===== src/hdl/sem_pkg.sv =====
/*
 * Package for the status event mask and message queue block: command codes,
 * bit positions, reset values and queue constants.
 * Assumes a single 40 MHz clock domain and a host-side command decoder.
 */
package sem_pkg;

    // ----------------------------------------------------------------------
    // Widths and queue sizing
    // ----------------------------------------------------------------------
    localparam int unsigned REG_W      = 16;
    localparam int unsigned CODE_W     = 16;
    localparam int unsigned QUEUE_DEPTH = 10;

    localparam logic [REG_W-1:0]  MASK_RESET     = 16'h0000;
    localparam logic [REG_W-1:0]  MASK_ALL       = 16'hFFFF;
    localparam logic [CODE_W-1:0] CODE_NO_ERROR  = 16'h0000;
    localparam logic [CODE_W-1:0] CODE_OVERFLOW  = 16'h015E;

    // ----------------------------------------------------------------------
    // Live status bit positions, measurement set
    // ----------------------------------------------------------------------
    localparam int unsigned MEAS_READING_OVERRANGE   = 0;
    localparam int unsigned MEAS_LOWER_LIMIT_ONE     = 1;
    localparam int unsigned MEAS_UPPER_LIMIT_ONE     = 2;
    localparam int unsigned MEAS_LOWER_LIMIT_TWO     = 3;
    localparam int unsigned MEAS_UPPER_LIMIT_TWO     = 4;
    localparam int unsigned MEAS_READING_READY       = 5;
    localparam int unsigned MEAS_BUFFER_HAS_READINGS = 7;
    localparam int unsigned MEAS_BUFFER_HALF_FLAG    = 8;
    localparam int unsigned MEAS_BUFFER_FULL_FLAG    = 9;
    localparam logic [REG_W-1:0] MEAS_USED = 16'h03BF;

    // Questionable set
    localparam int unsigned QUES_JUNCTION_FAULT = 4;
    localparam int unsigned QUES_CONSTANT_FAULT = 8;
    localparam int unsigned QUES_SELF_TRIM_FAULT = 9;
    localparam logic [REG_W-1:0] QUES_USED = 16'h0310;

    // Operation set
    localparam int unsigned OPER_TRIMMING   = 0;
    localparam int unsigned OPER_CONVERTING = 4;
    localparam int unsigned OPER_ARM_WAIT   = 5;
    localparam int unsigned OPER_SETTLED    = 8;
    localparam int unsigned OPER_IDLE       = 10;
    localparam logic [REG_W-1:0] OPER_USED = 16'h0531;

    // ----------------------------------------------------------------------
    // Register set select and host commands
    // ----------------------------------------------------------------------
    typedef enum logic [1:0] {
        SEM_SET_MEAS,
        SEM_SET_QUES,
        SEM_SET_OPER,
        SEM_SET_NONE
    } sem_set_t;

    typedef enum logic [2:0] {
        SEM_CMD_NOP,
        SEM_CMD_MASK_WRITE,
        SEM_CMD_MASK_READ,
        SEM_CMD_EVENT_READ,
        SEM_CMD_COND_READ,
        SEM_CMD_PRESET,
        SEM_CMD_QUEUE_NEXT,
        SEM_CMD_SYS_ERROR
    } sem_cmd_t;

endpackage : sem_pkg


===== src/hdl/sem_queue_if.sv =====
/*
 * Interface carrying push and pop traffic between the status core and the
 * message queue.
 * Assumes both ends share one clock.
 */
`timescale 1ns/10ps
interface sem_queue_if;
    import sem_pkg::*;

    logic              push;
    logic [CODE_W-1:0] push_code;
    logic              pop;
    logic [CODE_W-1:0] head_code;
    logic              empty;
    logic              full;

    modport core (output push, output push_code, output pop,
                  input head_code, input empty, input full);
    modport queue (input push, input push_code, input pop,
                   output head_code, output empty, output full);
endinterface : sem_queue_if


===== src/hdl/sem_msg_queue.sv =====
/*
 * First-in first-out store of signed message codes with an overflow marker.
 * Assumes at most one push and one pop per enabled cycle.
 */
`timescale 1ns/10ps
module sem_msg_queue #(
    parameter int unsigned DEPTH = sem_pkg::QUEUE_DEPTH
) (
    input  wire logic clock,
    input  wire logic nrst,
    input  wire logic clk_en,
    sem_queue_if.queue q
);
    import sem_pkg::*;

    localparam int unsigned PW = $clog2(DEPTH + 1);

    // Refused at elaboration: the overflow marker needs a slot of its own
    if (DEPTH < 2) begin : g_depth_check
        $error("sem_msg_queue needs DEPTH of at least 2");
    end

    typedef struct packed {
        logic [DEPTH-1:0][CODE_W-1:0] slot;
        logic [PW-1:0]                count;
    } sem_queue_state_t;

    sem_queue_state_t st_reg;
    sem_queue_state_t st_next;

    // Entry 0 is always the oldest; a pop shifts every slot down one.
    always_comb begin
        st_next = st_reg;
        if (q.pop && st_reg.count != '0) begin
            for (int i = 0; i < DEPTH - 1; i++) begin
                st_next.slot[i] = st_reg.slot[i+1];
            end
            st_next.slot[DEPTH-1] = CODE_NO_ERROR;
            st_next.count = st_reg.count - PW'(1);
        end
        if (q.push && st_next.count < PW'(DEPTH)) begin
            // Last free slot takes the overflow marker instead
            if (st_next.count == PW'(DEPTH - 1)) begin
                st_next.slot[st_next.count] = CODE_OVERFLOW;
            end else begin
                st_next.slot[st_next.count] = q.push_code;
            end
            st_next.count = st_next.count + PW'(1);
        end
    end

    always_ff @(posedge clock) begin
        if (!nrst) begin
            st_reg <= '0;
        end else if (clk_en) begin
            st_reg <= st_next;
        end
    end

    assign q.head_code = (st_reg.count == '0) ? CODE_NO_ERROR : st_reg.slot[0];
    assign q.empty     = (st_reg.count == '0);
    assign q.full      = (st_reg.count == PW'(DEPTH));
endmodule : sem_msg_queue


===== src/hdl/sem_status.sv =====
/*
 * Status reporting core: condition mirrors, latched event registers, enable
 * masks with summary outputs, and the host command port to the message queue.
 * Assumes the host presents one command per cycle with cmd_valid, all inputs
 * synchronous to clock.
 */
// Behaviour
// - Mask write loads the given 16-bit pattern; 0 clears all, 65535 sets all.
// - A zero mask bit keeps its event bit from the summary output.
// - A set mask bit with a set event bit raises the summary output.
// - Measurement layout: bits 9,8,7,5,4,3,2,1,0 used; 6 and 15..10 unused.
// - Questionable layout: bit 9 self-trim, 8 constant, 4 junction fault.
// - Operation layout: bit 10 idle, 8 settled, 5 arm wait, 4 convert, 0 trim.
// - Condition registers mirror live status without latching.
// - Condition query returns the register content as a binary word.
// - Preset clears all three enable masks.
// - Preset leaves events, conditions and the queue untouched.
// - Queue is first in first out; a read pops the oldest entry.
// - Queue holds at most ten entries.
// - On filling, the last slot holds code 350, the overflow marker.
// - Queue is empty after reset.
// - Reading an empty queue yields code 0.
// - Codes are signed: negative standard, positive vendor defined.
// - Status-queue read and system error read behave the same.
// - Reading an event register returns it and then clears it.
`timescale 1ns/10ps
module sem_status (
    input  wire logic                          clock,
    input  wire logic                          nrst,
    input  wire logic                          clk_en,
    input  wire logic                          cmd_valid,
    input  wire sem_pkg::sem_cmd_t             cmd,
    input  wire sem_pkg::sem_set_t             cmd_set,
    input  wire logic [sem_pkg::REG_W-1:0]     cmd_data,
    input  wire logic [sem_pkg::REG_W-1:0]     meas_live,
    input  wire logic [sem_pkg::REG_W-1:0]     ques_live,
    input  wire logic [sem_pkg::REG_W-1:0]     oper_live,
    input  wire logic                          msg_valid,
    input  wire logic signed [sem_pkg::CODE_W-1:0] msg_code,
    output logic                               rsp_valid,
    output logic [sem_pkg::REG_W-1:0]          rsp_data,
    output logic                               meas_summary,
    output logic                               ques_summary,
    output logic                               oper_summary,
    output logic                               queue_empty
);
    import sem_pkg::*;

    // ----------------------------------------------------------------------
    // State
    // ----------------------------------------------------------------------
    typedef struct packed {
        logic [REG_W-1:0] meas_event_mask;
        logic [REG_W-1:0] questionable_event_mask;
        logic [REG_W-1:0] operation_event_mask;
        logic [REG_W-1:0] meas_cond;
        logic [REG_W-1:0] ques_cond;
        logic [REG_W-1:0] oper_cond;
        logic [REG_W-1:0] meas_evt;
        logic [REG_W-1:0] ques_evt;
        logic [REG_W-1:0] oper_evt;
        logic             rsp_valid;
        logic [REG_W-1:0] rsp_data;
        logic             meas_sum;
        logic             ques_sum;
        logic             oper_sum;
        logic             q_empty;
    } sem_state_t;

    sem_state_t st_reg;
    sem_state_t st_next;

    sem_queue_if qif ();

    sem_msg_queue #(
        .DEPTH (QUEUE_DEPTH)
    ) u_queue (
        .clock  (clock),
        .nrst   (nrst),
        .clk_en (clk_en),
        .q      (qif.queue)
    );

    // ----------------------------------------------------------------------
    // Helpers
    // ----------------------------------------------------------------------
    function automatic logic [REG_W-1:0] sem_pick(input sem_set_t s,
                                                  input logic [REG_W-1:0] m,
                                                  input logic [REG_W-1:0] q,
                                                  input logic [REG_W-1:0] o);
        logic [REG_W-1:0] r;
        r = '0;
        unique case (s)
            SEM_SET_MEAS: r = m;
            SEM_SET_QUES: r = q;
            SEM_SET_OPER: r = o;
            SEM_SET_NONE: r = '0;
        endcase
        return r;
    endfunction : sem_pick

    // Rising edge of each used live bit, after the used-bit filter
    function automatic logic [REG_W-1:0] sem_rise(input logic [REG_W-1:0] live,
                                                  input logic [REG_W-1:0] cond,
                                                  input logic [REG_W-1:0] used);
        return live & used & ~cond;
    endfunction : sem_rise

    logic is_read;
    logic is_pop;

    // Signed codes pass unchanged; sign carries standard versus vendor origin
    assign qif.push      = msg_valid;
    assign qif.push_code = msg_code;
    assign is_pop        = cmd_valid && (cmd == SEM_CMD_QUEUE_NEXT || cmd == SEM_CMD_SYS_ERROR);
    assign qif.pop       = is_pop;
    assign is_read       = cmd_valid && (cmd == SEM_CMD_EVENT_READ);

    // ----------------------------------------------------------------------
    // Next state
    // ----------------------------------------------------------------------
    always_comb begin
        st_next = st_reg;
        st_next.rsp_valid = 1'b0;

        // Condition mirrors, unused bits forced low
        st_next.meas_cond = meas_live & MEAS_USED;
        st_next.ques_cond = ques_live & QUES_USED;
        st_next.oper_cond = oper_live & OPER_USED;

        // A read clears its event register; a new edge in that cycle still sets
        if (is_read && cmd_set == SEM_SET_MEAS) begin
            st_next.meas_evt = '0;
        end
        if (is_read && cmd_set == SEM_SET_QUES) begin
            st_next.ques_evt = '0;
        end
        if (is_read && cmd_set == SEM_SET_OPER) begin
            st_next.oper_evt = '0;
        end
        st_next.meas_evt = st_next.meas_evt | sem_rise(meas_live, st_reg.meas_cond, MEAS_USED);
        st_next.ques_evt = st_next.ques_evt | sem_rise(ques_live, st_reg.ques_cond, QUES_USED);
        st_next.oper_evt = st_next.oper_evt | sem_rise(oper_live, st_reg.oper_cond, OPER_USED);

        if (cmd_valid) begin
            unique case (cmd)
                SEM_CMD_NOP: begin
                end
                SEM_CMD_MASK_WRITE: begin
                    if (cmd_set == SEM_SET_MEAS) begin
                        st_next.meas_event_mask = cmd_data;
                    end
                    if (cmd_set == SEM_SET_QUES) begin
                        st_next.questionable_event_mask = cmd_data;
                    end
                    if (cmd_set == SEM_SET_OPER) begin
                        st_next.operation_event_mask = cmd_data;
                    end
                end
                SEM_CMD_MASK_READ: begin
                    st_next.rsp_valid = 1'b1;
                    st_next.rsp_data  = sem_pick(cmd_set, st_reg.meas_event_mask,
                                                 st_reg.questionable_event_mask,
                                                 st_reg.operation_event_mask);
                end
                SEM_CMD_EVENT_READ: begin
                    st_next.rsp_valid = 1'b1;
                    st_next.rsp_data  = sem_pick(cmd_set, st_reg.meas_evt, st_reg.ques_evt,
                                                 st_reg.oper_evt);
                end
                SEM_CMD_COND_READ: begin
                    st_next.rsp_valid = 1'b1;
                    st_next.rsp_data  = sem_pick(cmd_set, st_reg.meas_cond, st_reg.ques_cond,
                                                 st_reg.oper_cond);
                end
                SEM_CMD_PRESET: begin
                    // Only the masks; events, conditions and queue stay put
                    st_next.meas_event_mask         = MASK_RESET;
                    st_next.questionable_event_mask = MASK_RESET;
                    st_next.operation_event_mask    = MASK_RESET;
                end
                SEM_CMD_QUEUE_NEXT, SEM_CMD_SYS_ERROR: begin
                    st_next.rsp_valid = 1'b1;
                    st_next.rsp_data  = qif.head_code;
                end
            endcase
        end

        // Summary is computed from the registered state, one cycle behind
        st_next.meas_sum = |(st_reg.meas_evt & st_reg.meas_event_mask);
        st_next.ques_sum = |(st_reg.ques_evt & st_reg.questionable_event_mask);
        st_next.oper_sum = |(st_reg.oper_evt & st_reg.operation_event_mask);
        st_next.q_empty  = qif.empty;
    end

    always_ff @(posedge clock) begin
        if (!nrst) begin
            st_reg         <= '0;
            st_reg.q_empty <= 1'b1;
        end else if (clk_en) begin
            st_reg <= st_next;
        end
    end

    assign rsp_valid    = st_reg.rsp_valid;
    assign rsp_data     = st_reg.rsp_data;
    assign meas_summary = st_reg.meas_sum;
    assign ques_summary = st_reg.ques_sum;
    assign oper_summary = st_reg.oper_sum;
    assign queue_empty  = st_reg.q_empty;
endmodule : sem_status


===== config.mk =====
export PLATFORM = sky130hd
export DESIGN_NAME = sem_status
export DESIGN_NICKNAME = d
export VERILOG_FILES = /design/src/hdl/sem_pkg.sv /design/src/hdl/sem_queue_if.sv /design/src/hdl/sem_msg_queue.sv /design/src/hdl/sem_status.sv
export SDC_FILE = /design/constraint.sdc
export NUM_CORES = 1
export LEC_CHECK = 0
export ABC_CLOCK_PERIOD_IN_PS = 3090
export BUFFER_PORTS_ARGS = -buffer_cell sky130_fd_sc_hd__buf_2
export CAP_MARGIN = 20
export CORE_UTILIZATION = 45
export CTS_CLUSTER_DIAMETER = 40
export DETAILED_ROUTE_END_ITERATION = 7
export PLACE_DENSITY = 0.69
export SKIP_LAST_GASP = 1
export SYNTH_ARGS = -nofsm -noshare
export SYNTH_HDL_FRONTEND = slang
export SYNTH_SLANG_ARGS = --single-unit

===== constraint.sdc =====
create_clock -name clock -period 3.09 [get_ports clock]
set_input_delay 0.927 -clock clock [delete_from_list [all_inputs] [get_ports clock]]
set_output_delay 0.927 -clock clock [all_outputs]
set_load 0.005 [all_outputs]

Word-level counts from Yosys, hierarchy flattened
Index checks and enable logic that the tools add are counted.

cells by class
  $add $sub $neg = 2
  multiply operators = 0
  divide/modulo/power cells = 0
  $lt $le $gt $ge = 3
  equality and inequality tests = 14
  shift operators = 0
  multiplexer cells = 19
  bitwise gates (word level) = 15
  reductions and logical operators = 22

operators by type and width
  cell                                                                   number
  164-bit 2-to-1 mux                                                     2
  16-bit case mux with 4 select lines                                    3
  160-bit bitwise mux                                                    1
  160-bit 2-to-1 mux                                                     1
  16-bit 2-to-1 mux                                                      8
  100-bit AND                                                            1
  100-bit NOT                                                            1
  48-bit case mux with 2 select lines                                    1
  17-bit case mux with 4 select lines                                    1
  16-bit demux with 4-bit select                                         1
  60-bit OR                                                              1
  16-bit AND                                                             3
  16-bit OR                                                              3
  16-bit OR reduction                                                    3
  10-bit by 16-bit AND with 16-bit output                                2
  10-bit NOT with 16-bit output                                          2
  17-bit 2-to-1 mux                                                      1
  11-bit by 16-bit AND with 16-bit output                                1
  11-bit NOT with 16-bit output                                          1
  3-bit equality test, second input constant                             4
  4-bit AND reduction                                                    3
  1-bit logical AND                                                      8
  4-bit nonzero test                                                     2
  3-bit by 2-bit equality test with 1-bit output, second input constant  2
  16 further kinds                                                       19

storage, ports and cells
  register bits after elaboration = 298
  bits in latches = 0
  memory bits (writable) = 0
  ROM bits = 0
  output and inout port bits = 21
  logic and storage cells = 101
  memories = 0

Depth between registers and ports, before layout
  depth in word-level cells = 13
  depth in mapped cells = 11

Modules after synthesis
A second synthesis with hierarchy kept.

unflattened totals
  cells, all modules = 1525
  area total of the unflattened synthesis = 13515.5 um2

modules (own cells, without submodules)
  module         instances  cells an instance  area each (um2)  sequential area each (um2)
  sem_msg_queue  1          1007               8396.8           3283.1
  sem_status     1          518                5118.7           2062.0

Least setup slack after synthesis
No wires, ideal clock.

  path type = input port to flip-flop
  start point = input port cmd_valid
  end point = register u_queue.st_reg[35] (netlist name)
  setup time = 122 ps
  data arrival time = 2708 ps
  required time = 2968 ps
  slack = 260 ps
  stages on the path = 8
  buffers on the path = 3
  cell sequence = buf_2 -> and3_1 -> buf_2 -> a211oi_1 -> o31a_1 -> buf_4 -> a31oi_2 -> a221o_1

on the way
  cells in the longest elaborated chain, start to end = 11

ends and longest elaborated chain
  element                                                                                                                                                     RTL line                                  RTL
  start, declared                                                                                                                                             sem_status.sv:31                          input wire logic cmd_valid,
  1-bit logical AND *                                                                                                                                         sem_status.sv:115                         assign is_pop = cmd_valid && (cmd == SEM_CMD_QUEUE_NEXT || cmd == SEM_CMD_SYS_ERROR);
  1-bit logical AND *                                                                                                                                         sem_msg_queue.sv:34                       if (q.pop && st_reg.count != '0) begin
  164-bit 2-to-1 mux *                                                                                                                                        sem_msg_queue.sv:34
  4-bit by 5-bit < comparator with 1-bit output (implied by the code) / 4-bit by 1-bit greater-or-equal comparator with 1-bit output (equally long branches)  sem_msg_queue.sv:44, sem_msg_queue.sv:46
  1-bit logical AND (implied by the code)                                                                                                                     sem_msg_queue.sv:44, sem_msg_queue.sv:46
  16-bit 2-to-1 mux (implied by the code)                                                                                                                     sem_msg_queue.sv:44, sem_msg_queue.sv:46
  16-bit demux with 4-bit select                                                                                                                              --
  100-bit NOT (no source line)                                                                                                                                --
  100-bit AND (no source line)                                                                                                                                --
  160-bit 2-to-1 mux                                                                                                                                          sem_msg_queue.sv:43                       if (st_next.count == PW'(DEPTH - 1)) begin
  164-bit 2-to-1 mux *                                                                                                                                        sem_msg_queue.sv:41                       if (q.push && st_next.count < PW'(DEPTH)) begin
  end signal, assigned                                                                                                                                        sem_msg_queue.sv:56                       st_reg <= st_next;
  end, declared                                                                                                                                               sem_msg_queue.sv:28                       sem_queue_state_t st_reg;

Mark *: on every way between the ends. The rest lies on a longest branch, timed or not.
A chain may end at the register's enable or synchronous reset.

Worst setup path after layout
  start point = register u_queue.st_reg[0] (netlist name)
  end point = register u_queue.st_reg[19] (netlist name)

on the way
  cells in the longest elaborated chain, start to end = 11

ends and longest elaborated chain
  element                                                                                                                                                     RTL line
  parallel branches: the longest is 2 deep, another holds 4-bit by 1-bit subtractor with 4-bit output                                                         --
  164-bit 2-to-1 mux *                                                                                                                                        sem_msg_queue.sv:34
  4-bit by 5-bit < comparator with 1-bit output (implied by the code) / 4-bit by 1-bit greater-or-equal comparator with 1-bit output (equally long branches)  sem_msg_queue.sv:44, sem_msg_queue.sv:46
  1-bit logical AND (implied by the code)                                                                                                                     sem_msg_queue.sv:44, sem_msg_queue.sv:46
  16-bit 2-to-1 mux (implied by the code)                                                                                                                     sem_msg_queue.sv:44, sem_msg_queue.sv:46
  16-bit demux with 4-bit select                                                                                                                              --
  100-bit NOT (no source line)                                                                                                                                --
  100-bit AND (no source line)                                                                                                                                --
  160-bit 2-to-1 mux                                                                                                                                          sem_msg_queue.sv:43
  164-bit 2-to-1 mux *                                                                                                                                        sem_msg_queue.sv:41

Every way passes the cells marked *.

==> impl_metrics.tcl <==
set metrics [dict create \
    status "finished clean" \
    ir_drop_mv 0.4408 \
    r2r-end "u_queue.st_reg[19]$_SDFFE_PN0P_" \
    power_mw 9.215 \
    coreArea_um2 27100 \
    grt_max_degree 77 \
    slew_viol_final 0 \
    antenna_found_initial 1 \
    cts_tree "yes" \
    hold_class "flop to flop" \
    fin_nets 1639 \
    dp_hpwl_um 25820 \
    clock_latency_ns 0.54 \
    async_flop_share_pct 0 \
    vias 11957 \
    crit_type "flop to flop" \
    rsz0062_at_grt "false" \
    wire_per_inst_um 19.41 \
    synth_edf_count 0 \
    power_density_nw_per_um2 619.8 \
    drive_gt1_share_pct 17.04 \
    placed_cell_area_um2 13400 \
    grt_use_total_pct 26.73 \
    grt_overflow 0 \
    holdPathStages 2 \
    synth_largest_area_cell "dfxtp_1" \
    pre_cts_ws_ns -0.1015 \
    hp-start "u_queue.st_reg[155]$_SDFFE_PN0P_" \
    wl_um 37880 \
    synth_area_per_cell_um2 8.343 \
    cts_sinks 267 \
    synth_commonest_cells "267 x dfxtp_1, 219 x nand2_1, 121 x a21oi_1" \
    drt-vias-per-instance 6.126 \
    synth_cell_types 73 \
    cp.required_ns 3.51 \
    r2r_start "u_queue.st_reg[0]$_SDFFE_PN0P_" \
    die_w_um 168.5 \
    critPathMaxFanout 10 \
    start_util_pct 46.05 \
    root_buffer "clkbuf_16" \
    synth_most_common_cell "dfxtp_1" \
    ys_seq_area_share_pct 42.83 \
    fin_crit_ns 2.845 \
    reg2regPathDepth 7 \
    clk_path_buf_depth 3 \
    wl_met3_um 2415 \
    highest_layer "met4" \
    grt_pass1_vias 11422 \
    holdBufCountCts 0 \
    finalCritPeriodShare_pct 92.08 \
    worst_hold_slack_ns 0.4353 \
    grt_pass1_wl_um 61100 \
    final_area_um2 14870 \
    post-cts-setup-buffer-count 0 \
    fin_cells 1952 \
    firstDrtPassIters 8 \
    synth_cells 1496 \
    globalplace.congestion 0.9508 \
    die_y_um 168.5 \
    cts_made_buffers 39 \
    dpl.cell_count 1879 \
    end_kind "flop" \
    htreeDepth 2 \
    hold_viol 0 \
    timing.final.ws_setup_ns 0.2448 \
    fin_worst_skew_ns 0.02401 \
    netlist_area_um2 12480 \
    port_buffers 79 \
    setup_viol 0 \
    crit_slowest_cell "or3b_1" \
    p_leak_nw 5.600 \
    placement_rows 60 \
    drv_cap 0 \
    area_growth_pct 19.13 \
    cp.arrival_ns 3.27 \
    slowest_delay_ns 0.57 \
    post_cts_resized 0 \
    max_freq_mhz 351.5 \
    start_kind "flop" \
    ys_seq_elements 267 \
    yosys_most_used_dff "dfxtp_1" \
    routed-wl-met2_um 17470 \
    synth_top_area_share_pct 42.83 \
    io-pin-count 111 \
    ys_warn_count 0 \
    clk_pin_slew_ns 0.06 \
    antenna_left 0 \
    holdPathEnd "u_queue.st_reg[155]$_SDFFE_PN0P_" \
    drc 0 \
    largest_reg_flops 164 \
    met1_length_um 16950 \
    worst_pin_slew_ns 0.8447 \
    relSlewSlack_pct 43.69 \
    fin_util_pct 54.86 \
    ys_top_cells_by_area "dfxtp_1 43%, nand2_1 6.6%, a21oi_1 4.9%" \
    drt_iter0_drc 1230 \
    cp_cell_sequence "inv_1 -> ha_1 -> or3b_1 -> a211oi_4 -> or2_1 -> a31oi_2 -> a221o_1" \
    setup_tns_ns 0 \
    syn_nets 1587 \
    dieArea_um2 28410 \
    rrSetupSlack_ns 0.24 \
]
cell type report:
class / count / area [um^2]
repair buffers: 162 / 1101
well taps: 372 / 465.4
fillers: 2450 / 12230
clock buffers: 45 / 1049
clock inverters: 27 / 417.9
flip-flops and latches: 267 / 5345
diodes: 1 / 2.502
inverters: 52 / 195.2
multi-input cells: 1026 / 6292
report_power, final:
group	total [mW]	switching (mW)	internal (mW)
sequential	3.59	0.0606	3.53
combinational	0.707	0.477	0.230
clock	4.92	1.76	3.16
worst max-delay path, delay by kind of cell, from the launching register on:
| family | cells | cell delay, ns |
|---|---|---|
| compound gates | 3 | 1.12 |
| fa+ha+maj | 1 | 0.20 |
| buf+inv | 1 | 0.18 |
| flops | 1 | 0.31 |
| simple gates | 2 | 0.92 |
routing by layer:
| layer | GRT usage (%) | vias up |
|---|---|---|
| met4 | 10.32 | 0 |
| met3 | 4.606 | 83 |
| li1 | - | 5633 |
| met1 | 36.25 | 5776 |
| met5 | 0 | - |
| met2 | 42.40 | 465 |
cell families after synthesis:
logic type	count (synthesis)	share of synthesized area (%)
AO/OA/AOI/OAI	488	28.32
adder cells (fa/ha/maj)	1	0.1002
AND/OR/NAND/NOR	496	18.47
buffers and inverters	203	6.897
XOR/XNOR	3	0.2106
flip-flops	267	42.83
multiplexers	38	3.178
how the worst max path moves through the flow:
stage,startpoint,endpoint,slack [ns]
floorplan,cmd_valid,u_queue.st_reg[35]$_SDFFE_PN0P_,0.26
detailed placement,cmd[1],u_queue.st_reg[19]$_SDFFE_PN0P_,-0.10
CTS,u_queue.st_reg[0]$_SDFFE_PN0P_,u_queue.st_reg[19]$_SDFFE_PN0P_,0.29
finish,u_queue.st_reg[0]$_SDFFE_PN0P_,u_queue.st_reg[19]$_SDFFE_PN0P_,0.24
global placement,cmd[1],u_queue.st_reg[19]$_SDFFE_PN0P_,-0.05
global route,u_queue.st_reg[0]$_SDFFE_PN0P_,u_queue.st_reg[20]$_SDFFE_PN0P_,0.1
cell usage in the layout, fill, tap and decap left out, types with 4 or more instances in the layout:
master,instances
nand2_1,219
a31oi_1,17
and3_1,52
a222oi_1,6
nor2b_1,7
o211ai_1,33
a211o_1,8
buf_2,79
mux2_2,10
clkinv_2,5
a221oi_1,14
a21oi_1,120
nand4_1,10
buf_12,6
nand3_1,84
o21ai_0,63
a22oi_1,30
bufinv_16,8
a221o_1,55
and2_1,17
buf_4,76
a211oi_1,17
o2bb2ai_1,12
nor3_1,13
a32oi_1,4
dfxtp_1,267
mux2i_1,27
inv_1,51
clkbuf_8,5
o21ai_1,5
o31ai_1,8
clkbuf_16,39
o221ai_1,54
a31o_2,4
a22o_1,5
nor2_1,68
No activity file was read; power rests on OpenSTA's default activity.
